$ cat config.mk
export PLATFORM = sky130hd
export DESIGN_NAME = serial_register_access_slave
export DESIGN_NICKNAME = d
export VERILOG_FILES = /design/src/rtl/sras_pkg.sv /design/src/rtl/reg_store.sv /design/src/rtl/serial_register_access_slave.sv
export VERILOG_INCLUDE_DIRS = /design/src /design/src/rtl
export SDC_FILE = /design/constraint.sdc
export NUM_CORES = 2
export LEC_CHECK = 0
export ABC_AREA = 1
export BUFFER_PORTS_ARGS = -buffer_cell sky130_fd_sc_hd__buf_4
export CAP_MARGIN = 20
export CORE_ASPECT_RATIO = 2
export CORE_UTILIZATION = 43
export DETAILED_ROUTE_END_ITERATION = 10
export HOLD_SLACK_MARGIN = 0.05
export SYNTH_ARGS = -nofsm -noshare
export SYNTH_HDL_FRONTEND = slang
export SYNTH_SLANG_ARGS = --single-unit
$ cat constraint.sdc
create_clock -name clk -period 15.2 [get_ports clk]
set_clock_uncertainty 0.2 [all_clocks]
set_input_delay 0.76 -clock clk [delete_from_list [all_inputs] [get_ports clk]]
set_output_delay 0.76 -clock clk [all_outputs]
set_load 0.02 [all_outputs]
$ cat src/rtl/sras_consts.svh
`ifndef SRAS_CONSTS_SVH
`define SRAS_CONSTS_SVH
// control register offsets inside the register space
`define CTRL_A_ADDR 8'h12
`define CTRL_B_ADDR 8'h13
// field positions
`define AUTO_INC_BIT 2
`define THREE_WIRE_BIT 3
`define I2C_OFF_BIT 2
// reset values
`define CTRL_A_RST 8'h00
`define CTRL_B_RST 8'h00
`define PINS_IDLE 4'hf
// fixed upper six bits of the slave address
`define SLAVE_ADDR_HI 6'h35
// pin positions inside the synchroniser vectors
`define PIN_CS 0
`define PIN_SCL 1
`define PIN_SDA 2
`define PIN_ADR 3
// bit counts
`define BYTE_BITS 4'h8
`define SPI_LAST_BIT 3'h7
`endif

$ cat src/rtl/sras_pkg.sv
package sras_pkg;
	typedef enum logic [2:0] {I_IDLE, I_ADDR, I_SUB, I_WDATA, I_RDATA, I_IGNORE} i2c_state_t;

	typedef struct packed {
		logic [3:0] s1;
		logic [3:0] s2;
		logic [3:0] s3;
		logic [3:0] filt;
		logic [3:0] filtD;
	} pin_sync_t;

	typedef struct packed {
		logic en;
		logic [7:0] addr;
		logic [7:0] data;
	} reg_write_t;

	typedef struct packed {
		i2c_state_t i2cState;
		logic [3:0] i2cCnt;
		logic i2cInAck;
		logic i2cRead;
		logic masterAck;
		logic [7:0] shiftIn;
		logic [7:0] shiftOut;
		logic [7:0] regAddr;
		logic [7:0] ctrlA;
		logic [7:0] ctrlB;
		logic [2:0] spiCnt;
		logic spiCmdDone;
		logic spiRead;
		logic spiDriving;
		logic sdaOut;
		logic sdaEnN;
		logic sdoOut;
		logic sdoEnN;
		pin_sync_t pins;
	} slave_state_t;
endpackage

$ cat src/rtl/reg_store.sv
`timescale 1ns/1ps
// register space; read data is registered, one cycle behind the address
module reg_store #(
	parameter int ADDR_W = 8,
	parameter int DATA_W = 8
) (
	input wire logic clk,
	input wire logic ce,
	input wire logic wrEn,
	input wire logic [ADDR_W-1:0] wrAddr,
	input wire logic [DATA_W-1:0] wrData,
	input wire logic [ADDR_W-1:0] rdAddr,
	output logic [DATA_W-1:0] rdData
);
	logic [DATA_W-1:0] mem [0:(1<<ADDR_W)-1];

	// no reset: contents are whatever the host last wrote
	always_ff @(posedge clk) begin
		if (ce) begin
			if (wrEn) begin
				mem[wrAddr] <= wrData;
			end
			rdData <= mem[rdAddr];
		end
	end
endmodule // reg_store

$ cat src/rtl/serial_register_access_slave.sv
// Notes on behaviour
// - chip select high means I2C, low SPI
// - SPI works in clock mode 0 and 3
// - I2C standard and fast mode up to 400 kHz
// - I2C off bit at 13h disables I2C
// - start: data falls while clock high, busy
// - stop: data rises while clock high
// - seven address bits then direction bit
// - address 110101 plus address pin level
// - addressed receiver acknowledges by holding data low
// - write: pointer byte then acknowledged data bytes
// - auto-increment bit at 12h advances address
// - auto-increment clear keeps the same address
// - I2C bytes MSB first, unlimited count
// - clock held low makes transmitter wait
// - unmatched address leaves data line high
// - outputs change on falling, sampled on rising
// - sixteen pulses plus eight per extra byte
// - bits counted from first falling edge
// - bit0 direction, bits1-7 address, then data
// - read drives at bit 8; 3-wire on data
`timescale 1ns/1ps
`include "sras_consts.svh"
module serial_register_access_slave (
	input wire logic clk,
	input wire logic rst,
	input wire logic ce,
	input wire logic chipSelect,
	input wire logic serialPortClock,
	input wire logic dataPinIn,
	output logic dataPinOut,
	output logic dataPinOeN,
	input wire logic dataOutOrAddressPinIn,
	output logic dataOutOrAddressPinOut,
	output logic dataOutOrAddressPinOeN,
	output logic autoIncrement,
	output logic threeWireSelect,
	output logic i2cOff
);
	sras_pkg::slave_state_t st_r;
	sras_pkg::slave_state_t st_nxt;
	sras_pkg::reg_write_t wr;
	logic [7:0] memData;
	logic csLow, sclHigh, sclRise, sclFall, sdaIn, startEv, stopEv, i2cEn;
	logic spiRise, spiFall, autoInc, threeWire;
	logic [6:0] ownAddr;

	// control bytes live in flops so their bits can steer logic directly
	function automatic logic [7:0] read_byte(input logic [7:0] addr,
		input logic [7:0] ca, input logic [7:0] cb, input logic [7:0] md);
		if (addr == `CTRL_A_ADDR) begin
			return ca;
		end else if (addr == `CTRL_B_ADDR) begin
			return cb;
		end else begin
			return md;
		end
	endfunction

	reg_store #(.ADDR_W(8), .DATA_W(8)) i_reg_store (
		.clk(clk),
		.ce(ce),
		.wrEn(wr.en),
		.wrAddr(wr.addr),
		.wrData(wr.data),
		.rdAddr(st_r.regAddr),
		.rdData(memData)
	);

	// pin events from the filtered copies only, never from the first stage
	assign csLow = !st_r.pins.filt[`PIN_CS];
	assign sclHigh = st_r.pins.filt[`PIN_SCL] & st_r.pins.filtD[`PIN_SCL];
	assign sclRise = st_r.pins.filt[`PIN_SCL] & !st_r.pins.filtD[`PIN_SCL];
	assign sclFall = !st_r.pins.filt[`PIN_SCL] & st_r.pins.filtD[`PIN_SCL];
	assign sdaIn = st_r.pins.filt[`PIN_SDA];
	assign startEv = sclHigh & !sdaIn & st_r.pins.filtD[`PIN_SDA];
	assign stopEv = sclHigh & sdaIn & !st_r.pins.filtD[`PIN_SDA];
	assign i2cEn = !csLow & !st_r.ctrlB[`I2C_OFF_BIT];
	assign spiRise = csLow & !st_r.pins.filtD[`PIN_CS] & sclRise;
	assign spiFall = csLow & !st_r.pins.filtD[`PIN_CS] & sclFall;
	assign autoInc = st_r.ctrlA[`AUTO_INC_BIT];
	assign threeWire = st_r.ctrlA[`THREE_WIRE_BIT];
	assign ownAddr = {`SLAVE_ADDR_HI, st_r.pins.filt[`PIN_ADR]};

	// next-state logic for the whole port
	always_comb begin
		logic [7:0] b;
		b = '0;
		st_nxt = st_r;
		wr = '0;
		// three-stage sampling; 8+ clocks per bit even in fast mode
		st_nxt.pins.s1 = {dataOutOrAddressPinIn, dataPinIn, serialPortClock, chipSelect};
		st_nxt.pins.s2 = st_r.pins.s1;
		st_nxt.pins.s3 = st_r.pins.s2;
		for (int i = 0; i < 4; i++) begin
			if (st_r.pins.s2[i] == st_r.pins.s3[i]) begin
				st_nxt.pins.filt[i] = st_r.pins.s3[i];
			end
		end
		st_nxt.pins.filtD = st_r.pins.filt;
		if (!csLow) begin
			// I2C side; SPI frame state is dropped while select is high
			st_nxt.spiCnt = '0;
			st_nxt.spiCmdDone = 1'b0;
			st_nxt.spiDriving = 1'b0;
			st_nxt.sdoEnN = 1'b1; // pin reads back the address strap
			st_nxt.sdaOut = 1'b0; // open drain: only ever pull low
			if (!i2cEn || !st_r.pins.filtD[`PIN_CS]) begin // select rising ends any 3-wire drive
				st_nxt.i2cState = sras_pkg::I_IDLE;
				st_nxt.sdaEnN = 1'b1;
			end else if (startEv) begin
				st_nxt.i2cState = sras_pkg::I_ADDR; // also repeated start
				st_nxt.i2cCnt = '0;
				st_nxt.i2cInAck = 1'b0;
				st_nxt.sdaEnN = 1'b1;
			end else if (stopEv) begin
				st_nxt.i2cState = sras_pkg::I_IDLE;
				st_nxt.i2cInAck = 1'b0;
				st_nxt.sdaEnN = 1'b1;
			end else if (st_r.i2cState != sras_pkg::I_IDLE &&
				st_r.i2cState != sras_pkg::I_IGNORE) begin
				if (sclRise) begin
					if (st_r.i2cCnt < `BYTE_BITS) begin
						st_nxt.shiftIn = {st_r.shiftIn[6:0], sdaIn}; // msb first
						st_nxt.i2cCnt = st_r.i2cCnt + 4'h1;
					end else if (st_r.i2cState == sras_pkg::I_RDATA) begin
						st_nxt.masterAck = !sdaIn;
					end
				end else if (sclFall) begin
					if (st_r.i2cCnt == `BYTE_BITS && !st_r.i2cInAck) begin
						st_nxt.i2cInAck = 1'b1;
						case (st_r.i2cState)
							sras_pkg::I_ADDR: begin
								if (st_r.shiftIn[7:1] == ownAddr) begin
									st_nxt.sdaEnN = 1'b0;
									st_nxt.i2cRead = st_r.shiftIn[0];
								end else begin
									st_nxt.i2cState = sras_pkg::I_IGNORE;
									st_nxt.i2cInAck = 1'b0;
								end
							end
							sras_pkg::I_SUB: begin
								st_nxt.regAddr = st_r.shiftIn;
								st_nxt.sdaEnN = 1'b0;
							end
							sras_pkg::I_WDATA: begin
								wr = '{en: 1'b1, addr: st_r.regAddr, data: st_r.shiftIn};
								if (autoInc) begin
									st_nxt.regAddr = st_r.regAddr + 8'h01;
								end
								st_nxt.sdaEnN = 1'b0;
							end
							default: begin
								st_nxt.sdaEnN = 1'b1; // master acknowledges here
							end
						endcase
					end else if (st_r.i2cCnt == `BYTE_BITS) begin
						// acknowledge clock over: release and pick the next byte
						st_nxt.i2cInAck = 1'b0;
						st_nxt.i2cCnt = '0;
						st_nxt.sdaEnN = 1'b1;
						case (st_r.i2cState)
							sras_pkg::I_ADDR: begin
								st_nxt.i2cState = st_r.i2cRead ? sras_pkg::I_RDATA : sras_pkg::I_SUB;
							end
							sras_pkg::I_SUB: begin
								st_nxt.i2cState = sras_pkg::I_WDATA;
							end
							sras_pkg::I_RDATA: begin
								if (!st_r.masterAck) begin
									st_nxt.i2cState = sras_pkg::I_IGNORE; // last byte
								end
							end
							default: begin
								st_nxt.i2cState = st_r.i2cState;
							end
						endcase
						if (st_nxt.i2cState == sras_pkg::I_RDATA) begin
							b = read_byte(st_r.regAddr, st_r.ctrlA, st_r.ctrlB, memData);
							st_nxt.sdaEnN = b[7];
							st_nxt.shiftOut = {b[6:0], 1'b0};
							st_nxt.masterAck = 1'b0;
							if (autoInc) begin
								st_nxt.regAddr = st_r.regAddr + 8'h01;
							end
						end
					end else if (st_r.i2cState == sras_pkg::I_RDATA) begin
						// bits move only on falling edges, so a held-low clock stalls us
						st_nxt.sdaEnN = st_r.shiftOut[7];
						st_nxt.shiftOut = {st_r.shiftOut[6:0], 1'b0};
					end
				end
			end
		end else begin
			// SPI side; I2C is parked while select is low
			st_nxt.i2cState = sras_pkg::I_IDLE;
			st_nxt.i2cInAck = 1'b0;
			if (st_r.pins.filtD[`PIN_CS]) begin
				// select just fell: fresh frame, either clock idle level
				st_nxt.spiCnt = '0;
				st_nxt.spiCmdDone = 1'b0;
				st_nxt.spiRead = 1'b0;
				st_nxt.spiDriving = 1'b0;
			end else if (sclRise) begin
				b = {st_r.shiftIn[6:0], sdaIn}; // sample on rising
				st_nxt.shiftIn = b;
				st_nxt.spiCnt = st_r.spiCnt + 3'h1; // 8 pulses per byte
				if (st_r.spiCnt == `SPI_LAST_BIT) begin
					if (!st_r.spiCmdDone) begin
						st_nxt.spiCmdDone = 1'b1;
						st_nxt.spiRead = b[7];
						st_nxt.regAddr = {1'b0, b[6:0]};
					end else if (!st_r.spiRead) begin
						wr = '{en: 1'b1, addr: st_r.regAddr, data: b};
						if (autoInc) begin
							st_nxt.regAddr = st_r.regAddr + 8'h01;
						end
					end
				end
			end else if (sclFall && st_r.spiCmdDone && st_r.spiRead) begin
				if (st_r.spiCnt == 3'h0) begin
					// first falling edge of a byte starts its msb
					b = read_byte(st_r.regAddr, st_r.ctrlA, st_r.ctrlB, memData);
					st_nxt.sdoOut = b[7];
					st_nxt.shiftOut = {b[6:0], 1'b0};
					st_nxt.spiDriving = 1'b1;
					if (autoInc) begin
						st_nxt.regAddr = st_r.regAddr + 8'h01;
					end
				end else begin
					st_nxt.sdoOut = st_r.shiftOut[7];
					st_nxt.shiftOut = {st_r.shiftOut[6:0], 1'b0};
				end
			end
			// same bit goes to whichever pin the wire mode selects
			st_nxt.sdaOut = st_nxt.sdoOut;
			st_nxt.sdoEnN = !(st_nxt.spiDriving && !threeWire);
			st_nxt.sdaEnN = !(st_nxt.spiDriving && threeWire);
		end
		// writes to the control bytes also land in their flops
		if (wr.en) begin
			if (wr.addr == `CTRL_A_ADDR) begin
				st_nxt.ctrlA = wr.data;
			end else if (wr.addr == `CTRL_B_ADDR) begin
				st_nxt.ctrlB = wr.data;
			end
		end
	end

	// single state register; clock enable freezes everything
	always_ff @(posedge clk) begin
		if (rst) begin
			st_r <= '0;
			st_r.i2cState <= sras_pkg::I_IDLE;
			st_r.ctrlA <= `CTRL_A_RST;
			st_r.ctrlB <= `CTRL_B_RST;
			st_r.sdaEnN <= 1'b1;
			st_r.sdoEnN <= 1'b1;
			st_r.pins <= {5{`PINS_IDLE}};
		end else if (ce) begin
			st_r <= st_nxt;
		end
	end

	assign dataPinOut = st_r.sdaOut;
	assign dataPinOeN = st_r.sdaEnN;
	assign dataOutOrAddressPinOut = st_r.sdoOut;
	assign dataOutOrAddressPinOeN = st_r.sdoEnN;
	assign autoIncrement = st_r.ctrlA[`AUTO_INC_BIT];
	assign threeWireSelect = st_r.ctrlA[`THREE_WIRE_BIT];
	assign i2cOff = st_r.ctrlB[`I2C_OFF_BIT];

	logic addrDone;
	assign addrDone = i2cEn && !startEv && !stopEv && sclFall && !st_r.i2cInAck &&
		st_r.i2cState == sras_pkg::I_ADDR && st_r.i2cCnt == `BYTE_BITS;
endmodule // serial_register_access_slave

==> results.yml <==
global_routing:
  grt_max_degree: 212
  grt_util_met1_pct: 27.5
  gr-max-usage-layer: "met2"
  grt_pass1_vias: 59112
  antenna_found_initial: 5
  grtUsageMet2_pct: 45.3
  grt_usage_pct: 25.4
  grt_pass1_wl_um: 387000
  gr-total-overflow: 0
  gr-usage-met3_pct: 2.92
yosys:
  synth_warnings: 0
  ys_types: 45
  ys.flop_type: "edfxtp_1"
  syn_area_per_cell_um2: 11.1
  synth_edf_count: 2056
  yosys.area.top_type_share_pct: 69.7
  netlist_area_um2: 88600
  synth_area_leaders: "edfxtp_1 (70%), nor2_1 (7.5%), nand2_1 (5.7%)"
  syn_nets: 7960
  seq_area_frac_synth_pct: 71.5
  yosys.area.top_type: "edfxtp_1"
  synth_cells: 7946
  async_reset_ff_share_pct: 0
  ys_ff_latch: 2134
timing:
  fin_crit_ns: 5.40
  fmax_ghz: 0.185
  max_slew_margin_pct: 22.5
  finalCritPeriodShare_pct: 35.5
  rsz0062_at_grt: "no"
  setup-violations-final: 0
  drv_slew: 0
  fin_tns_setup_ns: 0
  worst_pin_slew_ns: 1.16
  setup_ws_ns: 9.80
  finalHoldViolations: 0
detailed_routing:
  wl_per_cell_um: 25.1
  drt_iter0_drc: 5716
  drt_wl_total_um: 266000
  via_count: 59244
  vias_per_cell: 5.58
  first_pass_iters: 8
  ant_nets: 0
  drcViolationCount: 0
placement:
  hpwl_um: 156000
  gp_congestion: 0.950
  placed_area_um2: 91100
  dp_cells: 10291
  place_ws_ns: 9.89
  io_buffers: 13
min_path:
  hold-path-cell-count: 2
  min_path_type: "in2reg"
setup_path:
  end_kind: "register"
  start_kind: "register"
  timing.critical_path.cells: "buf_4 -> buf_4 -> buf_4 -> buf_4 -> nor2_1 -> nor2_1 -> o21ai_0 -> nand3_1 -> nand3_1 -> nand2_1 -> nand3_1 -> nand2_1 -> nand2_1 -> nand2_1 -> nand2_1 -> nand2_1"
  worst_r2r_path_depth: 16
  slowest_stage: "buf_4"
  critPathArrivalTime_ns: 5.90
  r2r_slack_ns: 9.80
  worst_ep_required_time_ns: 15.70
  slowest_delay_ns: 0.78
  cp_common_cell: "nand2_1"
  path_max_fanout: 80
  worstSetupPathType: "reg2reg"
layout:
  layout.area.seq_um2: 63300
  final_cell_mix: "edfxtp_1 (2056), nor2_1 (1764), nand2_1 (1347)"
  layout.nets: 7770
  drive_gt1_share_pct: 5.68
  stdcell_area_um2: 96900
  area_growth_pct: 9.41
  fillers: 18551
  instances_no_fill: 10618
  final_common_cell: "edfxtp_1"
  multi_input_area_um2: 22100
clock_network:
  cts_buffer_depth: 4
  htreeDepth: 4
  path_clk_slew_ns: 0.07
  clock_latency_ns: 0.85
  cts.sinks: 2134
  cts-root-buf: "clkbuf_16"
  cts_tree: "done"
  cts_buffers: 182
  ctsResizeCount: 0
die:
  row_count: 235
  initial_core_util_pct: 43.3
  die_w_um: 323
  pin_count: 14
  core_um2: 205000
  dieArea_um2: 208000
  die_y_um: 644
pwr:
  power_density_nw_per_um2: 114
  total_leakage_power_uw: 0.0301
  ir_worst_vdd_v: 0.0000955
job:
  drv_cap: 0
status:
  status: "finished, final reports clean"
[report_power, final]
part	switching, uW	internal, uW
registers	7.43	6340
clock network	2110	2510
logic	35.4	13.5
total	2150	8870
[cells by family after synthesis]
| kind of cell | after synthesis | synth area share, % |
|---|---|---|
| AOI/OAI and AO/OA | 1314 | 8.13 |
| xor gates and xnor gates | 7 | 0.0692 |
| adders and majority gates | 7 | 0.0989 |
| buffers and inverters | 842 | 3.78 |
| DFF | 2134 | 71.5 |
| muxes | 4 | 0.0452 |
| and+or+nand+nor | 3638 | 16.4 |
[routing by layer]
layer / vias up / share of wire (%)
met5: - / 0.010
met2: 2385 / 51
met1: 29087 / 35
met4: 4 / 8.3
met3: 748 / 5.7
li1: 27020 / -
[sequential cells by signal, summed over array words and instances, names as in the netlist]
| signal | cells |
|---|---|
| st_r | 59 |
| i2cOff | 1 |
| dataOutOrAddressPinOeN | 1 |
| i_reg_store.rdData | 8 |
| dataOutOrAddressPinOut | 1 |
| i_reg_store.mem | 2048 |
| st_nxt | 10 |
| threeWireSelect | 1 |
| ownAddr | 1 |
| dataPinOut | 1 |
| sdaIn | 1 |
| dataPinOeN | 1 |
| autoIncrement | 1 |
[cell usage after synthesis (6+ instances only)]
cell type	count
a211oi_1	11
a21oi_1	153
a22oi_1	9
buf_1	75
buf_2	126
clkbuf_1	282
dfxtp_1	78
edfxtp_1	2056
ha_1	7
inv_1	342
inv_2	7
nand2_1	1349
nand2_2	6
nand3_1	440
nand3_2	7
nand3b_1	11
nand4_1	6
nor2_1	1767
nor2_2	10
nor3_1	13
o211ai_1	205
o21ai_0	891
o22ai_1	39
or2_2	12
xor2_1	6
[final cells by class]
class	instances	share of cell area, %
antenna	2	0.00516
clock buffer	225	4.99
tap	2725	3.52
inverter	355	1.40
multi-input combinational	4970	22.8
clock inverter	94	0.905
timing repair buffer	113	1.08
sequential	2134	65.3
[through the flow]
stage                     hold slack [ns]  power (uW)  util [%]
after floorplan                     0.224        6510         -
after global placement              0.245        6530      44.5
after detailed placement            0.248        6530      44.5
after CTS                          0.0793       11100      47.3
after global routing                0.130       11300      47.4
final                               0.120       11000      47.4
[worst max-delay path: cells and delay by family, from the launching register on]
family / cells / cell delay, ns
compound gates: 1 / 0.13
buf+inv: 4 / 2.83
flops: 1 / 0.75
simple gates: 11 / 1.16
[path summary, 6_finish.rpt]
path,to,startpoint
setup / recovery,i_reg_store.rdData[6]$_DFFE_PP_,st_r[46]$_SDFFE_PP0P_
hold / removal,st_r[78]$_SDFFE_PP0P_,rst
setup reg to reg,i_reg_store.rdData[6]$_DFFE_PP_,st_r[46]$_SDFFE_PP0P_
hold reg to reg,st_r[70]$_SDFFE_PP0P_,st_r[70]$_SDFFE_PP0P_
[repair_timing]
action,4_1_cts,5_1_grt
setup buffers,0,0
hold buffers,4,0
hold endpoints to repair,4,0
(Power assumes the default switching activity.)
